File: src/hw/fault_rec_consts.vh
// constants for the hypervisor context and fault recording block
`ifndef FAULT_REC_CONSTS_VH
`define FAULT_REC_CONSTS_VH
// register byte addresses (low 8 bits of the register port address)
`define A_BANK_ATTR      8'h00
`define A_BANK_CTRL      8'h04
`define A_BANK_TCTRL     8'h08
`define A_BANK_TB0       8'h0c
`define A_BANK_TB1       8'h10
`define A_BANK_MAIR0     8'h14
`define A_BANK_MAIR1     8'h18
`define A_BANK_FSR       8'h1c
`define A_BANK_FAR       8'h20
`define A_BANK_FSYN      8'h24
`define A_BANK_RSYN      8'h28
`define A_GLB_FSR        8'h2c
`define A_GLB_FAR        8'h30
`define A_GLB_SYN0       8'h34
`define A_GLB_SYN1       8'h38
`define A_GLB_SYN2       8'h3c
`define A_IRQ_EN         8'h40
`define A_EFF_CFG        8'h44
// bank attribute fields
`define BA_HYP           8
`define BA_VIRTUAL_MACHINE_ID_HI       7
// bank control fields
`define BC_AFE           2
`define BC_TEX           1
// table control extended address bit
`define TC_EAE           31
// table base address space id field
`define TB_ADDRESS_SPACE_ID_HI       31
`define TB_ADDRESS_SPACE_ID_LO       24
// bank fault status bits
`define BF_TF            1
`define BF_PF            3
`define BF_EF            4
`define BF_MULTI         31
// global fault status bits
`define GF_ICF           0
`define GF_USF           1
`define GF_SMCF          2
`define GF_UCBF          3
`define GF_UCIF          4
`define GF_CAF           5
`define GF_PF            6
`define GF_EF            7
`define GF_MULTI         31
// fault class codes on the fault port
`define FC_W             4
`define FC_B_TRANS       4'h0
`define FC_B_PERM        4'h1
`define FC_B_EXT         4'h2
`define FC_G_INVCTX      4'h3
`define FC_G_UNID        4'h4
`define FC_G_SMCONF      4'h5
`define FC_G_UNBANK      4'h6
`define FC_G_UNIRQ       4'h7
`define FC_G_CFGACC      4'h8
`define FC_G_PERM        4'h9
`define FC_G_EXT         4'ha
// response codes toward the initiator
`define RSP_OKAY         2'h0
`define RSP_EXOKAY       2'h1
`define RSP_ERR          2'h2
`define ZERO32           32'h0000_0000
`endif

File: src/hw/hyp_fault_rec.v
// hypervisor context bank controls and fault recording with register port
//
// Local design decisions: the address map and the plain strobed port.
`include "fault_rec_consts.vh"

// Summary of operation
// - hypervisor mode only while attribute flag set
// - hypervisor walks base 0 only, no address_space_id
// - access flag, remap, virtual_machine_id ignored in hypervisor
// - reserved descriptor bits zero, software writes
// - extended address treated as one in hypervisor
// - both attribute indirection registers used
// - bank privileged translate commands give correct results
// - global privileged translate commands correct too
// - hypervisor cache tag, no address_space_id or virtual_machine_id
// - security state not stored on hypervisor tag
// - hypervisor permissions ignore bus privilege marking
// - bank and global fault classes recognised
// - fault status captured in matching register
// - fault address captured in matching register
// - syndrome captured in matching syndrome registers
// - error response returned, downstream errors accepted
// - faulting exclusive returned as aborted
// - interrupt output may accompany recording
// - later faults only set multiple flag
// - interrupt raised when enabled status recorded
// - write one clears status bit
module hyp_fault_rec #(
  parameter AW = 32  // fault address width
) (
  input  wire          mclk_i,
  input  wire          resetn_i,
  // register port
  input  wire [7:0]    reg_addr_i,
  input  wire [31:0]   reg_wdata_i,
  input  wire          reg_wr_i,
  input  wire          reg_rd_i,
  output reg  [31:0]   reg_rdata_o,
  // translation request: effective config query
  input  wire          xlat_priv_i,      // bus privileged marking
  input  wire          xlat_cmd_user_i,  // translate command is an unprivileged variant
  // fault event port
  input  wire          fault_i,          // one-cycle fault strobe
  input  wire [3:0]    fault_class_i,
  input  wire [AW-1:0] fault_addr_i,
  input  wire [31:0]   fault_syn_i,
  input  wire [31:0]   fault_syn1_i,
  input  wire [31:0]   fault_syn2_i,
  input  wire          fault_excl_i,     // faulting transaction was exclusive
  input  wire          ds_err_i,         // downstream error on an issued transaction
  input  wire          ds_excl_i,
  input  wire [AW-1:0] ds_addr_i,
  // response and effective controls
  output reg  [1:0]    resp_o,
  output reg           resp_valid_o,
  output reg           excl_abort_o,
  output reg           irq_bank_o,
  output reg           irq_glb_o,
  output reg           hyp_o,            // bank is hypervisor context
  output reg           use_tb1_o,        // second table base in use
  output reg           long_fmt_o,       // long descriptor format in use
  output reg           afe_eff_o,
  output reg           tex_eff_o,
  output reg  [7:0]    address_space_id_eff_o,
  output reg  [7:0]    virtual_machine_id_eff_o,
  output reg           hyp_tag_o,        // allocations carry hypervisor tag
  output reg           priv_eff_o        // privilege used for permission check
);

  // configuration registers
  reg [31:0] attr_reg;    // bank attribute
  reg [31:0] ctrl_reg;    // bank control
  reg [31:0] tctrl_reg;   // bank table control
  reg [31:0] tb0_reg;     // table base 0
  reg [31:0] tb1_reg;     // table base 1
  reg [31:0] mair0_reg;   // attribute indirection 0
  reg [31:0] mair1_reg;   // attribute indirection 1
  reg [1:0]  irq_en_reg;  // bit0 bank, bit1 global
  // fault record registers
  reg [31:0] bfsr_reg;
  reg [AW-1:0] bfar_reg;
  reg [31:0] bsyn_reg;
  reg [31:0] brsyn_reg;
  reg [31:0] gfsr_reg;
  reg [AW-1:0] gfar_reg;
  reg [31:0] gsyn0_reg;
  reg [31:0] gsyn1_reg;
  reg [31:0] gsyn2_reg;

  // class decode, used for both the bank and global paths
  // bank classes are translation, permission and external; every other
  // code is a global class, and unknown codes fall on the external bit
  // so that a bad class code from a client is never silently dropped
  function is_bank_class;
    input [3:0] c;
    begin
      is_bank_class = (c == `FC_B_TRANS) || (c == `FC_B_PERM) || (c == `FC_B_EXT);
    end
  endfunction

  // status bit for a given class
  function [31:0] class_bit;
    input [3:0] c;
    begin
      class_bit = `ZERO32;
      case (c)
        `FC_B_TRANS:  class_bit[`BF_TF]   = 1'b1;
        `FC_B_PERM:   class_bit[`BF_PF]   = 1'b1;
        `FC_B_EXT:    class_bit[`BF_EF]   = 1'b1;
        `FC_G_INVCTX: class_bit[`GF_ICF]  = 1'b1;
        `FC_G_UNID:   class_bit[`GF_USF]  = 1'b1;
        `FC_G_SMCONF: class_bit[`GF_SMCF] = 1'b1;
        `FC_G_UNBANK: class_bit[`GF_UCBF] = 1'b1;
        `FC_G_UNIRQ:  class_bit[`GF_UCIF] = 1'b1;
        `FC_G_CFGACC: class_bit[`GF_CAF]  = 1'b1;
        `FC_G_PERM:   class_bit[`GF_PF]   = 1'b1;
        default:      class_bit[`GF_EF]   = 1'b1;
      endcase
    end
  endfunction

  // hypervisor mode is taken straight from the attribute flag; there is
  // no latching, so a rewrite of the flag takes effect on the next cycle
  wire hyp = attr_reg[`BA_HYP];
  // a downstream error is recorded as a bank external fault unless a client fault arrives in the same cycle
  wire        ev      = fault_i | ds_err_i;
  wire [3:0]  ev_cls  = fault_i ? fault_class_i : `FC_B_EXT;
  wire [AW-1:0] ev_addr = fault_i ? fault_addr_i : ds_addr_i;
  wire        ev_excl = fault_i ? fault_excl_i : ds_excl_i;
  wire        ev_bank = is_bank_class(ev_cls);
  wire [31:0] ev_bit  = class_bit(ev_cls);
  // pending means any indication bit still set, multi flag aside
  // a record that holds only the multi flag accepts a fresh first fault,
  // which keeps software from losing details after a partial clear
  wire        b_pend  = |(bfsr_reg & ~(32'h1 << `BF_MULTI));
  wire        g_pend  = |(gfsr_reg & ~(32'h1 << `GF_MULTI));
  wire        b_wr    = reg_wr_i && (reg_addr_i == `A_BANK_FSR);
  wire        g_wr    = reg_wr_i && (reg_addr_i == `A_GLB_FSR);

  // configuration register writes
  // writes to unmapped or record addresses are ignored here; the status
  // registers take their write-one-clear in the record processes below
  // limitation: no secure or non-secure split of the attribute register,
  // so the platform must restrict who may set the hypervisor flag
  always @(posedge mclk_i or negedge resetn_i) begin
    if (!resetn_i) begin
      attr_reg   <= `ZERO32;
      ctrl_reg   <= `ZERO32;
      tctrl_reg  <= `ZERO32;
      tb0_reg    <= `ZERO32;
      tb1_reg    <= `ZERO32;
      mair0_reg  <= `ZERO32;
      mair1_reg  <= `ZERO32;
      irq_en_reg <= 2'h0;
    end else if (reg_wr_i) begin
      if (reg_addr_i == `A_BANK_ATTR) begin
        attr_reg <= reg_wdata_i;
      end else if (reg_addr_i == `A_BANK_CTRL) begin
        ctrl_reg <= reg_wdata_i;
      end else if (reg_addr_i == `A_BANK_TCTRL) begin
        tctrl_reg <= reg_wdata_i;
      end else if (reg_addr_i == `A_BANK_TB0) begin
        tb0_reg <= reg_wdata_i;
      end else if (reg_addr_i == `A_BANK_TB1) begin
        tb1_reg <= reg_wdata_i;
      end else if (reg_addr_i == `A_BANK_MAIR0) begin
        mair0_reg <= reg_wdata_i;
      end else if (reg_addr_i == `A_BANK_MAIR1) begin
        mair1_reg <= reg_wdata_i;
      end else if (reg_addr_i == `A_IRQ_EN) begin
        irq_en_reg <= reg_wdata_i[1:0];
      end
    end
  end

  // bank fault record: first fault kept, later only sets multi; set wins over clear
  // address and syndromes are loaded only for a first fault, so the
  // details software reads always belong to the bit it sees set
  // a clear landing with a new event keeps the bit that event sets
  always @(posedge mclk_i or negedge resetn_i) begin
    if (!resetn_i) begin
      bfsr_reg  <= `ZERO32;
      bfar_reg  <= {AW{1'b0}};
      bsyn_reg  <= `ZERO32;
      brsyn_reg <= `ZERO32;
    end else begin
      if (ev && ev_bank && b_pend) begin
        bfsr_reg <= (bfsr_reg & ~(b_wr ? reg_wdata_i : `ZERO32)) | (32'h1 << `BF_MULTI);
      end else if (ev && ev_bank) begin
        bfsr_reg  <= (bfsr_reg & ~(b_wr ? reg_wdata_i : `ZERO32)) | ev_bit;
        bfar_reg  <= ev_addr;
        bsyn_reg  <= fault_syn_i;
        brsyn_reg <= fault_syn1_i;
      end else if (b_wr) begin
        bfsr_reg <= bfsr_reg & ~reg_wdata_i;
      end
    end
  end

  // global fault record, same policy as the bank record
  // global syndromes use all three syndrome inputs; the bank record
  // keeps only two, the second one as the restricted syndrome
  always @(posedge mclk_i or negedge resetn_i) begin
    if (!resetn_i) begin
      gfsr_reg  <= `ZERO32;
      gfar_reg  <= {AW{1'b0}};
      gsyn0_reg <= `ZERO32;
      gsyn1_reg <= `ZERO32;
      gsyn2_reg <= `ZERO32;
    end else begin
      if (ev && !ev_bank && g_pend) begin
        gfsr_reg <= (gfsr_reg & ~(g_wr ? reg_wdata_i : `ZERO32)) | (32'h1 << `GF_MULTI);
      end else if (ev && !ev_bank) begin
        gfsr_reg  <= (gfsr_reg & ~(g_wr ? reg_wdata_i : `ZERO32)) | ev_bit;
        gfar_reg  <= ev_addr;
        gsyn0_reg <= fault_syn_i;
        gsyn1_reg <= fault_syn1_i;
        gsyn2_reg <= fault_syn2_i;
      end else if (g_wr) begin
        gfsr_reg <= gfsr_reg & ~reg_wdata_i;
      end
    end
  end

  // response toward the initiator, registered one cycle after the event
  // every encountered fault is answered, also a second one that only
  // sets multi, since the initiator must see its access fail anyway
  always @(posedge mclk_i or negedge resetn_i) begin
    if (!resetn_i) begin
      resp_o       <= `RSP_OKAY;
      resp_valid_o <= 1'b0;
      excl_abort_o <= 1'b0;
    end else begin
      resp_valid_o <= ev;
      resp_o       <= ev ? `RSP_ERR : `RSP_OKAY;
      excl_abort_o <= ev && ev_excl;
    end
  end

  // interrupt levels follow pending status when enabled
  // level style: the line drops once software clears the last
  // indication bit, or masks the source in the enable register
  always @(posedge mclk_i or negedge resetn_i) begin
    if (!resetn_i) begin
      irq_bank_o <= 1'b0;
      irq_glb_o  <= 1'b0;
    end else begin
      irq_bank_o <= b_pend && irq_en_reg[0];
      irq_glb_o  <= g_pend && irq_en_reg[1];
    end
  end

  // effective translation controls; hypervisor mode overrides some fields
  always @(posedge mclk_i or negedge resetn_i) begin
    if (!resetn_i) begin
      hyp_o      <= 1'b0;
      use_tb1_o  <= 1'b0;
      long_fmt_o <= 1'b0;
      afe_eff_o  <= 1'b0;
      tex_eff_o  <= 1'b0;
      address_space_id_eff_o <= 8'h00;
      virtual_machine_id_eff_o <= 8'h00;
      hyp_tag_o  <= 1'b0;
      priv_eff_o <= 1'b0;
    end else begin
      hyp_o      <= hyp;
      use_tb1_o  <= !hyp;
      address_space_id_eff_o <= hyp ? 8'h00 : tb0_reg[`TB_ADDRESS_SPACE_ID_HI:`TB_ADDRESS_SPACE_ID_LO];
      afe_eff_o  <= hyp ? 1'b0 : ctrl_reg[`BC_AFE];
      tex_eff_o  <= hyp ? 1'b0 : ctrl_reg[`BC_TEX];
      virtual_machine_id_eff_o <= hyp ? 8'h00 : attr_reg[`BA_VIRTUAL_MACHINE_ID_HI:0];
      long_fmt_o <= hyp | tctrl_reg[`TC_EAE];
      // hypervisor tag carries no security state; entries are shared
      hyp_tag_o  <= hyp;
      // reserved descriptor bits of hypervisor tables are never consulted
      // here, so software writing them as zero is all that is relied on
      // hypervisor banks check as privileged whatever the bus mark; the
      // unprivileged command variants therefore check as privileged too
      priv_eff_o <= hyp ? 1'b1 : (xlat_priv_i & ~xlat_cmd_user_i);
    end
  end

  // register reads, data in the cycle after the strobe
  // read data return to zero outside the slot, which lets a wired-or
  // read bus combine several blocks without extra select logic
  always @(posedge mclk_i or negedge resetn_i) begin
    if (!resetn_i) begin
      reg_rdata_o <= `ZERO32;
    end else if (reg_rd_i) begin
      if (reg_addr_i == `A_BANK_ATTR) begin
        reg_rdata_o <= attr_reg;
      end else if (reg_addr_i == `A_BANK_CTRL) begin
        reg_rdata_o <= ctrl_reg;
      end else if (reg_addr_i == `A_BANK_TCTRL) begin
        reg_rdata_o <= tctrl_reg;
      end else if (reg_addr_i == `A_BANK_TB0) begin
        reg_rdata_o <= tb0_reg;
      end else if (reg_addr_i == `A_BANK_TB1) begin
        reg_rdata_o <= tb1_reg;
      end else if (reg_addr_i == `A_BANK_MAIR0) begin
        reg_rdata_o <= mair0_reg;
      end else if (reg_addr_i == `A_BANK_MAIR1) begin
        reg_rdata_o <= mair1_reg;
      end else if (reg_addr_i == `A_BANK_FSR) begin
        reg_rdata_o <= bfsr_reg;
      end else if (reg_addr_i == `A_BANK_FAR) begin
        reg_rdata_o <= bfar_reg[31:0];
      end else if (reg_addr_i == `A_BANK_FSYN) begin
        reg_rdata_o <= bsyn_reg;
      end else if (reg_addr_i == `A_BANK_RSYN) begin
        reg_rdata_o <= brsyn_reg;
      end else if (reg_addr_i == `A_GLB_FSR) begin
        reg_rdata_o <= gfsr_reg;
      end else if (reg_addr_i == `A_GLB_FAR) begin
        reg_rdata_o <= gfar_reg[31:0];
      end else if (reg_addr_i == `A_GLB_SYN0) begin
        reg_rdata_o <= gsyn0_reg;
      end else if (reg_addr_i == `A_GLB_SYN1) begin
        reg_rdata_o <= gsyn1_reg;
      end else if (reg_addr_i == `A_GLB_SYN2) begin
        reg_rdata_o <= gsyn2_reg;
      end else if (reg_addr_i == `A_IRQ_EN) begin
        reg_rdata_o <= {30'h0, irq_en_reg};
      end else if (reg_addr_i == `A_EFF_CFG) begin
        reg_rdata_o <= {28'h0, hyp_tag_o, long_fmt_o, use_tb1_o, hyp_o};
      end else begin
        reg_rdata_o <= `ZERO32; // unmapped reads as zero
      end
    end else begin
      reg_rdata_o <= `ZERO32;
    end
  end

endmodule // hyp_fault_rec

File: config.mk
export PLATFORM = sky130hd
export DESIGN_NAME = hyp_fault_rec
export DESIGN_NICKNAME = d
export VERILOG_FILES = /design/src/hw/hyp_fault_rec.v
export VERILOG_INCLUDE_DIRS = /design/src /design/src/hw
export SDC_FILE = /design/constraint.sdc
export NUM_CORES = 1
export LEC_CHECK = 0
export ABC_CLOCK_PERIOD_IN_PS = 2360
export BUFFER_PORTS_ARGS = -buffer_cell sky130_fd_sc_hd__buf_2
export CELL_PAD_IN_SITES_DETAIL_PLACEMENT = 0
export CELL_PAD_IN_SITES_GLOBAL_PLACEMENT = 1
export CORE_MARGIN = 8
export CORE_UTILIZATION = 48
export DETAILED_ROUTE_END_ITERATION = 10
export PLACE_DENSITY = 0.83
export SYNTH_ARGS = -nofsm -noshare
export SYNTH_HDL_FRONTEND = slang
export SYNTH_SLANG_ARGS = --single-unit
File: constraint.sdc
create_clock -name mclk_i -period 2.36 [get_ports mclk_i]
set_input_delay 0.118 -clock mclk_i [delete_from_list [all_inputs] [get_ports mclk_i]]
set_output_delay 0.118 -clock mclk_i [all_outputs]
set_load 0.02 [all_outputs]
# == Word level (Yosys, flattened, before mapping) ==
# Cells that the tools add are included.
# totals
ff_bits,574
inputBits,214
output_inout_bits,61
word_cells,156
# classes
n_eq_ne,26
muxes,44
bitwise_logic,22
reduce_logical,33
# op_table
operator,n
two-way mux 32 bit,26
bitwise AND 32 bit,4
inverter 32 bit,3
equality test 8 x 6 -> 1 bit (second input constant),8
bitwise OR 32 x 8 -> 32 bit,2
OR reduction 31 bit,2
equality test 8 x 5 -> 1 bit (second input constant),4
equality test 4 x 3 -> 1 bit (second input constant),4
equality test 8 x 4 -> 1 bit (second input constant),2
equality test 8 x 7 -> 1 bit (second input constant),2
two-way mux 8 bit,2
two-way mux 1 bit,12
two-way mux 4 bit,3
inverter 1 bit,10
OR reduction 10 bit,1
logical AND 1 bit,9
AND reduction 9 bit,1
equality test 4 x 2 -> 1 bit (second input constant),2
equality test 4 bit (second input constant),2
equality test 8 x 3 -> 1 bit (second input constant),1
zero test 8 bit,1
AND reduction 8 bit,1
AND reduction 7 bit,1
AND reduction 2 bit,3
other kinds (13),19

# == Logic depth before layout (Yosys ltp) ==
# Gate-level depths: netlist of the first run.
# logic_depth
word_depth,20
mapped_depth,11
ltp_nobuf,6

# == Worst setup path after synthesis of the first run ==
# Ideal clock, no wire load.
# synth_timing
kind,register to register
from,register gfsr_reg[19]
to,register gsyn0_reg[0]
setup_ns,0.125
t_arrival_ns,1.968
required_time_ns,2.235
slack_ns,0.268
path_stages_with_launch,7
path_buffers,2
synth_period_minus_slack_ns,2.092
path_cell_list,dfrtp_1 > nor4_1 > nand4_1 > nor3_1 > clkbuf_1 > buf_2 > mux2_2
# synth_between
elab_chain_len,4
# synth_rtl
item,line,rtl
from (decl),hyp_fault_rec.v:84,reg [31:0] gfsr_reg;
from (signal assigned),hyp_fault_rec.v:205,gfsr_reg <= `ZERO32;
from (signal assigned),hyp_fault_rec.v:212,gfsr_reg <= (gfsr_reg & ~(g_wr ? reg_wdata_i : `ZERO32)) | (32'h1 << `GF_MULTI);
from (signal assigned),hyp_fault_rec.v:214,gfsr_reg <= (gfsr_reg & ~(g_wr ? reg_wdata_i : `ZERO32)) | ev_bit;
OR reduction 31 bit,hyp_fault_rec.v:136,wire g_pend = |(gfsr_reg & ~(32'h1 << `GF_MULTI));
logical AND 1 bit,hyp_fault_rec.v:211,if (ev && !ev_bank && g_pend) begin
inverter 1 bit (no source line),-,
AND reduction 2 bit (no source line),-,
to (signal assigned),hyp_fault_rec.v:207,gsyn0_reg <= `ZERO32;
to (signal assigned),hyp_fault_rec.v:216,gsyn0_reg <= fault_syn_i;
to (decl),hyp_fault_rec.v:86,reg [31:0] gsyn0_reg;
# Every way passes these cells.
# A chain may end at the register's enable or synchronous reset.

# == Worst setup path after layout of the first run ==
# layout_timing
from,register gsyn2_reg[11]
to,register reg_rdata_o[11]
# layout_between
elab_chain_len,17
# layout_rtl
item,line,rtl
from (decl),hyp_fault_rec.v:88,reg [31:0] gsyn2_reg;
from (signal assigned),hyp_fault_rec.v:209,gsyn2_reg <= `ZERO32;
from (signal assigned),hyp_fault_rec.v:218,gsyn2_reg <= fault_syn2_i;
two-way mux 32 bit,hyp_fault_rec.v:320,end else if (reg_addr_i == `A_GLB_SYN2) begin
two-way mux 32 bit,hyp_fault_rec.v:318,end else if (reg_addr_i == `A_GLB_SYN1) begin
two-way mux 32 bit,hyp_fault_rec.v:316,end else if (reg_addr_i == `A_GLB_SYN0) begin
two-way mux 32 bit,hyp_fault_rec.v:314,end else if (reg_addr_i == `A_GLB_FAR) begin
two-way mux 32 bit,hyp_fault_rec.v:312,end else if (reg_addr_i == `A_GLB_FSR) begin
two-way mux 32 bit,hyp_fault_rec.v:310,end else if (reg_addr_i == `A_BANK_RSYN) begin
two-way mux 32 bit,hyp_fault_rec.v:308,end else if (reg_addr_i == `A_BANK_FSYN) begin
two-way mux 32 bit,hyp_fault_rec.v:306,end else if (reg_addr_i == `A_BANK_FAR) begin
two-way mux 32 bit,hyp_fault_rec.v:304,end else if (reg_addr_i == `A_BANK_FSR) begin
two-way mux 32 bit,hyp_fault_rec.v:302,end else if (reg_addr_i == `A_BANK_MAIR1) begin
two-way mux 32 bit,hyp_fault_rec.v:300,end else if (reg_addr_i == `A_BANK_MAIR0) begin
two-way mux 32 bit,hyp_fault_rec.v:298,end else if (reg_addr_i == `A_BANK_TB1) begin
two-way mux 32 bit,hyp_fault_rec.v:296,end else if (reg_addr_i == `A_BANK_TB0) begin
two-way mux 32 bit,hyp_fault_rec.v:294,end else if (reg_addr_i == `A_BANK_TCTRL) begin
two-way mux 32 bit,hyp_fault_rec.v:292,end else if (reg_addr_i == `A_BANK_CTRL) begin
two-way mux 32 bit,hyp_fault_rec.v:290,if (reg_addr_i == `A_BANK_ATTR) begin
two-way mux 32 bit,hyp_fault_rec.v:289,end else if (reg_rd_i) begin
to (signal assigned),hyp_fault_rec.v:291,reg_rdata_o <= attr_reg;
to (signal assigned),hyp_fault_rec.v:293,reg_rdata_o <= ctrl_reg;
to (signal assigned),hyp_fault_rec.v:295,reg_rdata_o <= tctrl_reg;
to (decl),hyp_fault_rec.v:38,"output reg [31:0] reg_rdata_o,"
# Every way passes these cells.

==> flow_metrics.py, run 1 <==
metrics = {
    "setup_path": {
        "r2r-start": "gsyn2_reg[11]",
        "slowest_delay_ns": 0.61,
        "crit_chain": "mux4_2 -> inv_2 -> o32ai_2 -> a222oi_1 -> buf_4 -> a2111oi_2 -> or3_1",
        "r2r_cells": 7,
        "worstSetupStartpointType": "flop",
        "worstSetupEndpointType": "flop",
        "required_ns": 2.86,
        "worstPathMaxFanout": 2,
        "crit_arrival_ns": 2.87,
        "rrSetupSlack_ns": -0.01,
        "slowest_stage": "a222oi_1",
        "critPathBufInv": 2,
        "crit_family": "compound AO/OA/AOI/OAI gates",
        "reg2reg_to": "reg_rdata_o[11]",
        "crit_type": "reg2reg",
    },
    "timing": {
        "relSlewSlack": 0.509,
        "worst_slew_pin_slew_ns": 0.736,
        "setup_viol": 1,
        "hold_viol_final": 0,
        "max_freq_mhz": 422,
        "worst_slack_ns": -0.0106,
        "rsz0062_at_grt": "true",
        "finalCritPeriodShare": 1.00,
        "drv_slew": 0,
        "fin_crit_ns": 2.37,
        "fin_skew_ns": 0.0179,
    },
    "synthesis": {
        "synth-simple-area-share": 0.0718,
        "synth_top_family_by_area": "multiplexers",
        "yosysSeqAreaShare": 0.546,
        "synthAdderAreaFrac": 0,
        "synth_top_cells_by_count": "dfrtp_1 (572), mux2_2 (389), a21oi_1 (171)",
        "avgSynthCellArea_sq_um": 12.0,
        "ys_warn_count": 0,
        "synth_area_leaders": "dfrtp_1 (55%), mux2_2 (17%), a21oi_1 (3.3%), mux4_2 (2.6%), mux2i_1 (2.2%)",
        "syn_area_sq_um": 26200,
        "synthArstFlopShare": 1.00,
        "synth_xor_area_frac": 0.000334,
        "syn-num-nets": 2389,
        "synthFlopType": "dfrtp_1",
        "muxShareOfSynthArea": 0.217,
        "synth_cell_types": 74,
        "yosysTopAreaCell": "dfrtp_1",
        "netlist_instances": 2175,
        "synth_edf_count": 0,
        "yosysTopAreaCellShare": 0.546,
        "synth.most_common_cell": "dfrtp_1",
        "synth_seq_cells": 572,
        "synth_compound_area_frac": 0.134,
    },
    "status": {
        "violations": "setup timing",
        "status": "finished, violations left",
    },
    "clock_network": {
        "cts.sinks": 572,
        "htree_levels": 2,
        "cts_root_buf": "clkbuf_16",
        "cts_tree": "yes",
        "clock_path_buffers": 3,
        "clkLatencyLatePin_ns": 0.63,
        "cts.reportedPaths.clkPinSlew_ns": 0.06,
        "numCtsBuffers": 59,
    },
    "floorplanning": {
        "placementRows": 85,
        "initial_core_util": 0.486,
        "coreArea_sq_um": 53900,
        "dieWidth_microns": 250,
        "design.die.area_sq_um": 62300,
        "die_y_microns": 250,
        "io-pin-count": 275,
    },
    "hold_path": {
        "hold_path_class": "in2async",
    },
    "placed_design": {
        "dpl_worst_slack_ns": -0.0722,
        "io_buffers": 273,
        "place.gp.congestion": 0.951,
        "dp_cells": 3163,
        "post-dp-hpwl_mm": 63.3,
    },
    "global_routing": {
        "grt_use_total": 0.288,
        "antenna_found_initial": 4,
        "grt_max_degree": 106,
        "grt_first_pass_wirelength_mm": 139,
        "first_global_vias": 22000,
        "grt_overflow": 0,
    },
    "drt": {
        "vias": 21000,
        "routed_wl_mm": 91.0,
        "drc": 0,
        "wl_per_cell_microns": 26.1,
        "first_pass_iters": 6,
        "drt_iter0_markers": 1955,
        "ant_nets": 0,
        "via_per_inst": 6.03,
    },
    "power": {
        "pwr_density_cell_nw_per_um2": 779,
        "leakagePower_nw": 15.8,
        "ir_drop_v": 0.000647,
    },
    "finish": {
        "nets": 2949,
        "num-fill-cells": 4129,
        "stdcell_count": 3482,
        "drive_gt1_frac": 0.365,
        "area_growth_syn_to_layout_pct": 28.9,
    },
    "run": {
        "drv_cap": 0,
    },
}
## cell usage in the layout, fill, tap and decap left out, drive strengths merged, types with 6 or more instances in the layout
| cell type | Yosys | routed |
|---|---|---|
| dlygate4sd3 | 0 | 207 |
| mux4 | 30 | 30 |
| dfrtp | 572 | 572 |
| mux2i | 58 | 58 |
| mux2 | 393 | 393 |
| nand2b | 8 | 8 |
| a2bb2oi | 7 | 7 |
| buf | 90 | 471 |
| o22a | 12 | 12 |
| nor2 | 158 | 158 |
| a21boi | 53 | 53 |
| clkbuf | 89 | 88 |
| o21ai | 99 | 99 |
| o2bb2ai | 18 | 18 |
| o22ai | 21 | 21 |
| a22o | 8 | 8 |
| o221ai | 33 | 33 |
| clkinv | 1 | 11 |
| a21oi | 171 | 171 |
| nor4 | 17 | 17 |
| o211ai | 18 | 18 |
| nand2 | 96 | 96 |
| a211oi | 14 | 14 |
| a22oi | 36 | 36 |
| nor3 | 26 | 26 |
| o2111ai | 6 | 6 |
| nand3 | 24 | 24 |
| inv | 7 | 10 |
| nand4 | 9 | 9 |
| nor2b | 27 | 27 |
| a31oi | 9 | 9 |
## how the worst max path moves through the flow
stage | slack [ns] | cells past startpoint | startpoint | to
after floorplan | 0.27 | 6 | gfsr_reg[19] | gsyn0_reg[0]
after global placement | -0.07 | 7 | reg_addr_i[4] | reg_rdata_o[2]
after detailed placement | -0.07 | 9 | reg_addr_i[4] | reg_rdata_o[11]
after CTS | 0.03 | 8 | bfsr_reg[30] | bsyn_reg[1]
after global routing | -0.005 | 7 | gsyn2_reg[11] | reg_rdata_o[11]
final | -0.01 | 7 | gsyn2_reg[11] | reg_rdata_o[11]
## metal layers
metal | wire length [microns] | share of wire | GRT usage | vias up
met1 | 39900 | 0.44 | 0.407 | 10800
met3 | 6710 | 0.074 | 0.0533 | 153
met5 | 13 | 0.00014 | 0 | -
li1 | - | - | - | 9141
met4 | 2410 | 0.027 | 0.0840 | 2
met2 | 41900 | 0.46 | 0.450 | 884
## worst reg2reg max path, stage by stage (launching register included)
cell,delay (ns)
dfrtp_1,0.40
mux4_2,0.49
inv_2,0.09
o32ai_2,0.07
a222oi_1,0.61
buf_4,0.23
a2111oi_2,0.04
or3_1,0.32
## power breakdown
| part | switching [mW] | internal (mW) | total [mW] |
|---|---|---|---|
| clock | 4.02 | 5.71 | 9.73 |
| sequential | 0.925 | 11.3 | 12.2 |
| combinational | 2.03 | 2.32 | 4.34 |
## cell type report
| type | instances | area, sq um | area share |
|---|---|---|---|
| inverters | 8 | 30.0 | 0.000890 |
| clock buffers | 88 | 1800 | 0.0533 |
| well taps | 696 | 871 | 0.0258 |
| diodes | 2 | 5.00 | 0.000148 |
| flip-flops and latches | 572 | 14300 | 0.424 |
| multi-input cells | 1416 | 11100 | 0.330 |
| clock inverters | 22 | 248 | 0.00734 |
| repair buffers | 678 | 5340 | 0.158 |
## kinds of logic (layout without fill, tap and decap cells)
kind of cell,count (synthesis),count (layout)
other,1,3
AOI/OAI and AO/OA,539,539
and+or+nand+nor,394,394
xor gates and xnor gates,1,1
muxes,481,481
DFF,572,572
buffers and inverters,187,796
## what timing repair did
| item | in CTS | in global routing |
|---|---|---|
| hold endpoints to repair | 772 | 0 |
| setup buffers | 0 | 0 |
| setup endpoints to repair | 1 | 146 |
| hold buffers | 207 | 0 |
| gates resized for setup | 1 | 8 |
| pin swaps | 0 | 4 |
## through the flow
stage,power [mW],util,instance area (sq um),setup TNS (ns),hold slack (ns)
2_1_floorplan,14.4,-,26200,0,-0.178
3_3_place_gp,16.1,0.549,29600,-0.163,0.101
3_5_place_dp,16.3,0.549,29600,-0.199,0.0997
4_1_cts,26.3,0.625,33700,0,0.0380
5_1_grt,27.3,0.626,33800,-0.00513,0.0769
6_report,26.3,0.626,33800,-0.0106,0.0483
Note: power is estimated with default switching activity, not from simulation.
==> inputs of run 2 (changes only) <==
SKIP_LAST_GASP = 1   (was default)
==> run 2 against run 1 <==
Against the previous run: the run still ends with setup timing left; sequential share of layout area about the same; die area unchanged; fmax is 0.23% higher; sequential cell count is the same; register-to-register slack about the same; clock skew is essentially flat; wire length is essentially flat; setup slack better by 0.0055 ns.
==> flow_metrics.py, run 2 (same netlist as run 1, synthesis figures left out) <==
metrics = {
    "status": {
        "status": "finished, violations left",
        "violations": "setup timing",
    },
    "global_routing": {
        "antenna_found_initial": 4,
        "grt_first_pass_wirelength_mm": 139,
        "grt_use_total": 0.288,
        "grt_overflow": 0,
        "first_global_vias": 22000,
        "grt_max_degree": 106,
    },
    "setup_path": {
        "slowest_delay_ns": 0.59,
        "worstSetupEndpointType": "flop",
        "slowest_stage": "a222oi_1",
        "crit_chain": "mux4_2 -> inv_2 -> o32ai_2 -> a222oi_1 -> buf_4 -> a2111oi_0 -> or3_1",
        "crit_type": "reg2reg",
        "worstPathMaxFanout": 2,
        "crit_arrival_ns": 2.86,
        "crit_family": "compound AO/OA/AOI/OAI gates",
        "worstSetupStartpointType": "flop",
        "required_ns": 2.86,
        "critPathBufInv": 2,
    },
    "power": {
        "pwr_density_cell_nw_per_um2": 779,
        "ir_drop_v": 0.000647,
        "p_sw_mw": 6.96,
        "intPower_mw": 19.3,
        "clkPwrFrac": 0.370,
        "seqPwrFrac": 0.465,
        "combPwrFrac": 0.165,
        "leakagePower_nw": 15.8,
        "sw_frac_of_total": 0.265,
    },
    "floorplanning": {
        "coreArea_sq_um": 53900,
        "dieWidth_microns": 250,
        "design.die.area_sq_um": 62300,
        "initial_core_util": 0.486,
        "io-pin-count": 275,
        "die_y_microns": 250,
        "placementRows": 85,
    },
    "clock_network": {
        "numCtsBuffers": 59,
        "cts.reportedPaths.clkPinSlew_ns": 0.06,
        "cts_root_buf": "clkbuf_16",
        "clock_path_buffers": 3,
        "cts_setup_buffers": 0,
        "cts_tree": "yes",
        "clkLatencyLatePin_ns": 0.63,
        "htree_levels": 2,
        "cts.sinks": 572,
    },
    "placed_design": {
        "post-dp-hpwl_mm": 63.3,
        "placed_cell_area_sq_um": 29600,
        "place.gp.congestion": 0.951,
        "io_buffers": 273,
    },
    "timing": {
        "rsz0062_at_grt": "true",
        "worst_slack_ns": -0.00513,
        "drv_slew": 0,
        "max_freq_mhz": 423,
        "fin_crit_ns": 2.37,
        "setup_tns_ns": -0.00513,
        "setup_viol": 1,
        "worst_slew_pin_slew_ns": 0.712,
        "hold_viol_final": 0,
        "finalCritPeriodShare": 1.00,
        "relSlewSlack": 0.525,
        "fin_skew_ns": 0.0183,
    },
    "finish": {
        "area_growth_syn_to_layout_pct": 28.8,
        "layout_common_cells": "dfrtp_1 (571), mux2_2 (389), buf_2 (270)",
        "fin_area_sq_um": 33800,
        "final_common_cell": "dfrtp_1",
        "nets": 2949,
        "drive_gt1_frac": 0.365,
    },
    "drt": {
        "drc": 0,
        "via_per_inst": 6.04,
        "ant_nets": 0,
        "wl_per_cell_microns": 26.1,
        "vias": 21000,
        "first_pass_iters": 6,
        "routed_wl_mm": 90.9,
        "drt_iter0_markers": 1915,
    },
    "run": {
        "drv_cap": 0,
    },
    "hold_path": {
        "hold_path_class": "in2async",
    },
}
[run 2: cell counts in the layout (fill, tap and decap cells not counted)]
Identical to the previous run, type by type.
[run 2: what timing repair did]
action / 4_1_cts / 5_1_grt
gates resized for setup: 1 / 6
hold buffers: 207 / 0
pin swaps: 0 / 4
hold endpoints to repair: 772 / 0
endpoints found under the setup margin: 1 / 146
[run 2: final cells by class]
| cell class | count | area (sq um) |
|---|---|---|
| multi-input combinational | 1416 | 11100 |
| clock buffer | 88 | 1800 |
| fill | 4129 | 20200 |
| sequential | 572 | 14300 |
| timing repair buffer | 678 | 5340 |
| tap | 696 | 871 |
| inverter | 8 | 30.0 |
| antenna | 2 | 5.00 |
| clock inverter | 22 | 248 |
[run 2: final timing paths]
path,slack [ns],from,cells past startpoint,to
max in group asynchronous,1.33,resetn_i,3,gfar_reg[16]
hold / removal,0.06,resetn_i,2,tb1_reg[3]
min in group mclk_i,0.06,reg_wr_i,3,irq_en_reg[1]
setup / recovery,-0.005,gsyn2_reg[11],7,reg_rdata_o[11]
hold reg to reg,0.49,tb0_reg[0],1,tb0_reg[0]
setup reg to reg,-0.005,gsyn2_reg[11],7,reg_rdata_o[11]
[run 2: power by group through the flow]
stage / sequential [mW] / combinational (mW) / clock (mW)
after floorplan: 12.0 / 2.41 / 0
after global placement: 12.2 / 3.81 / 0
after detailed placement: 12.3 / 3.96 / 0
after CTS: 12.2 / 4.27 / 9.85
after global routing: 12.4 / 4.66 / 10.2
final: 12.2 / 4.34 / 9.72
[run 2: metal layers]
metal / part of all wire / vias to the layer above / global-route usage
met1: 0.44 / 10800 / 0.407
met5: 0.00014 / - / 0
met3: 0.077 / 147 / 0.0533
met4: 0.026 / 2 / 0.0840
met2: 0.46 / 970 / 0.450
li1: - / 9139 / -
[run 2: worst reg2reg max path, stage by stage, from the launching register on]
cell and delay, ns:
dfrtp_1 0.40, mux4_2 0.49, inv_2 0.09, o32ai_2 0.07
a222oi_1 0.59, buf_4 0.22, a2111oi_0 0.05, or3_1 0.33
[run 2: metrics by stage]
step	std cells	setup slack [ns]	hold slack [ns]	power (mW)	util
after floorplan	2175	0.268	-0.178	14.4	-
after global placement	3163	-0.0720	0.101	16.1	0.549
after detailed placement	3163	-0.0722	0.0997	16.3	0.549
after CTS	3480	0.0260	0.0380	26.3	0.625
after global routing	3482	-0.0272	0.0769	27.3	0.626
final	3482	-0.00513	0.0581	26.3	0.626
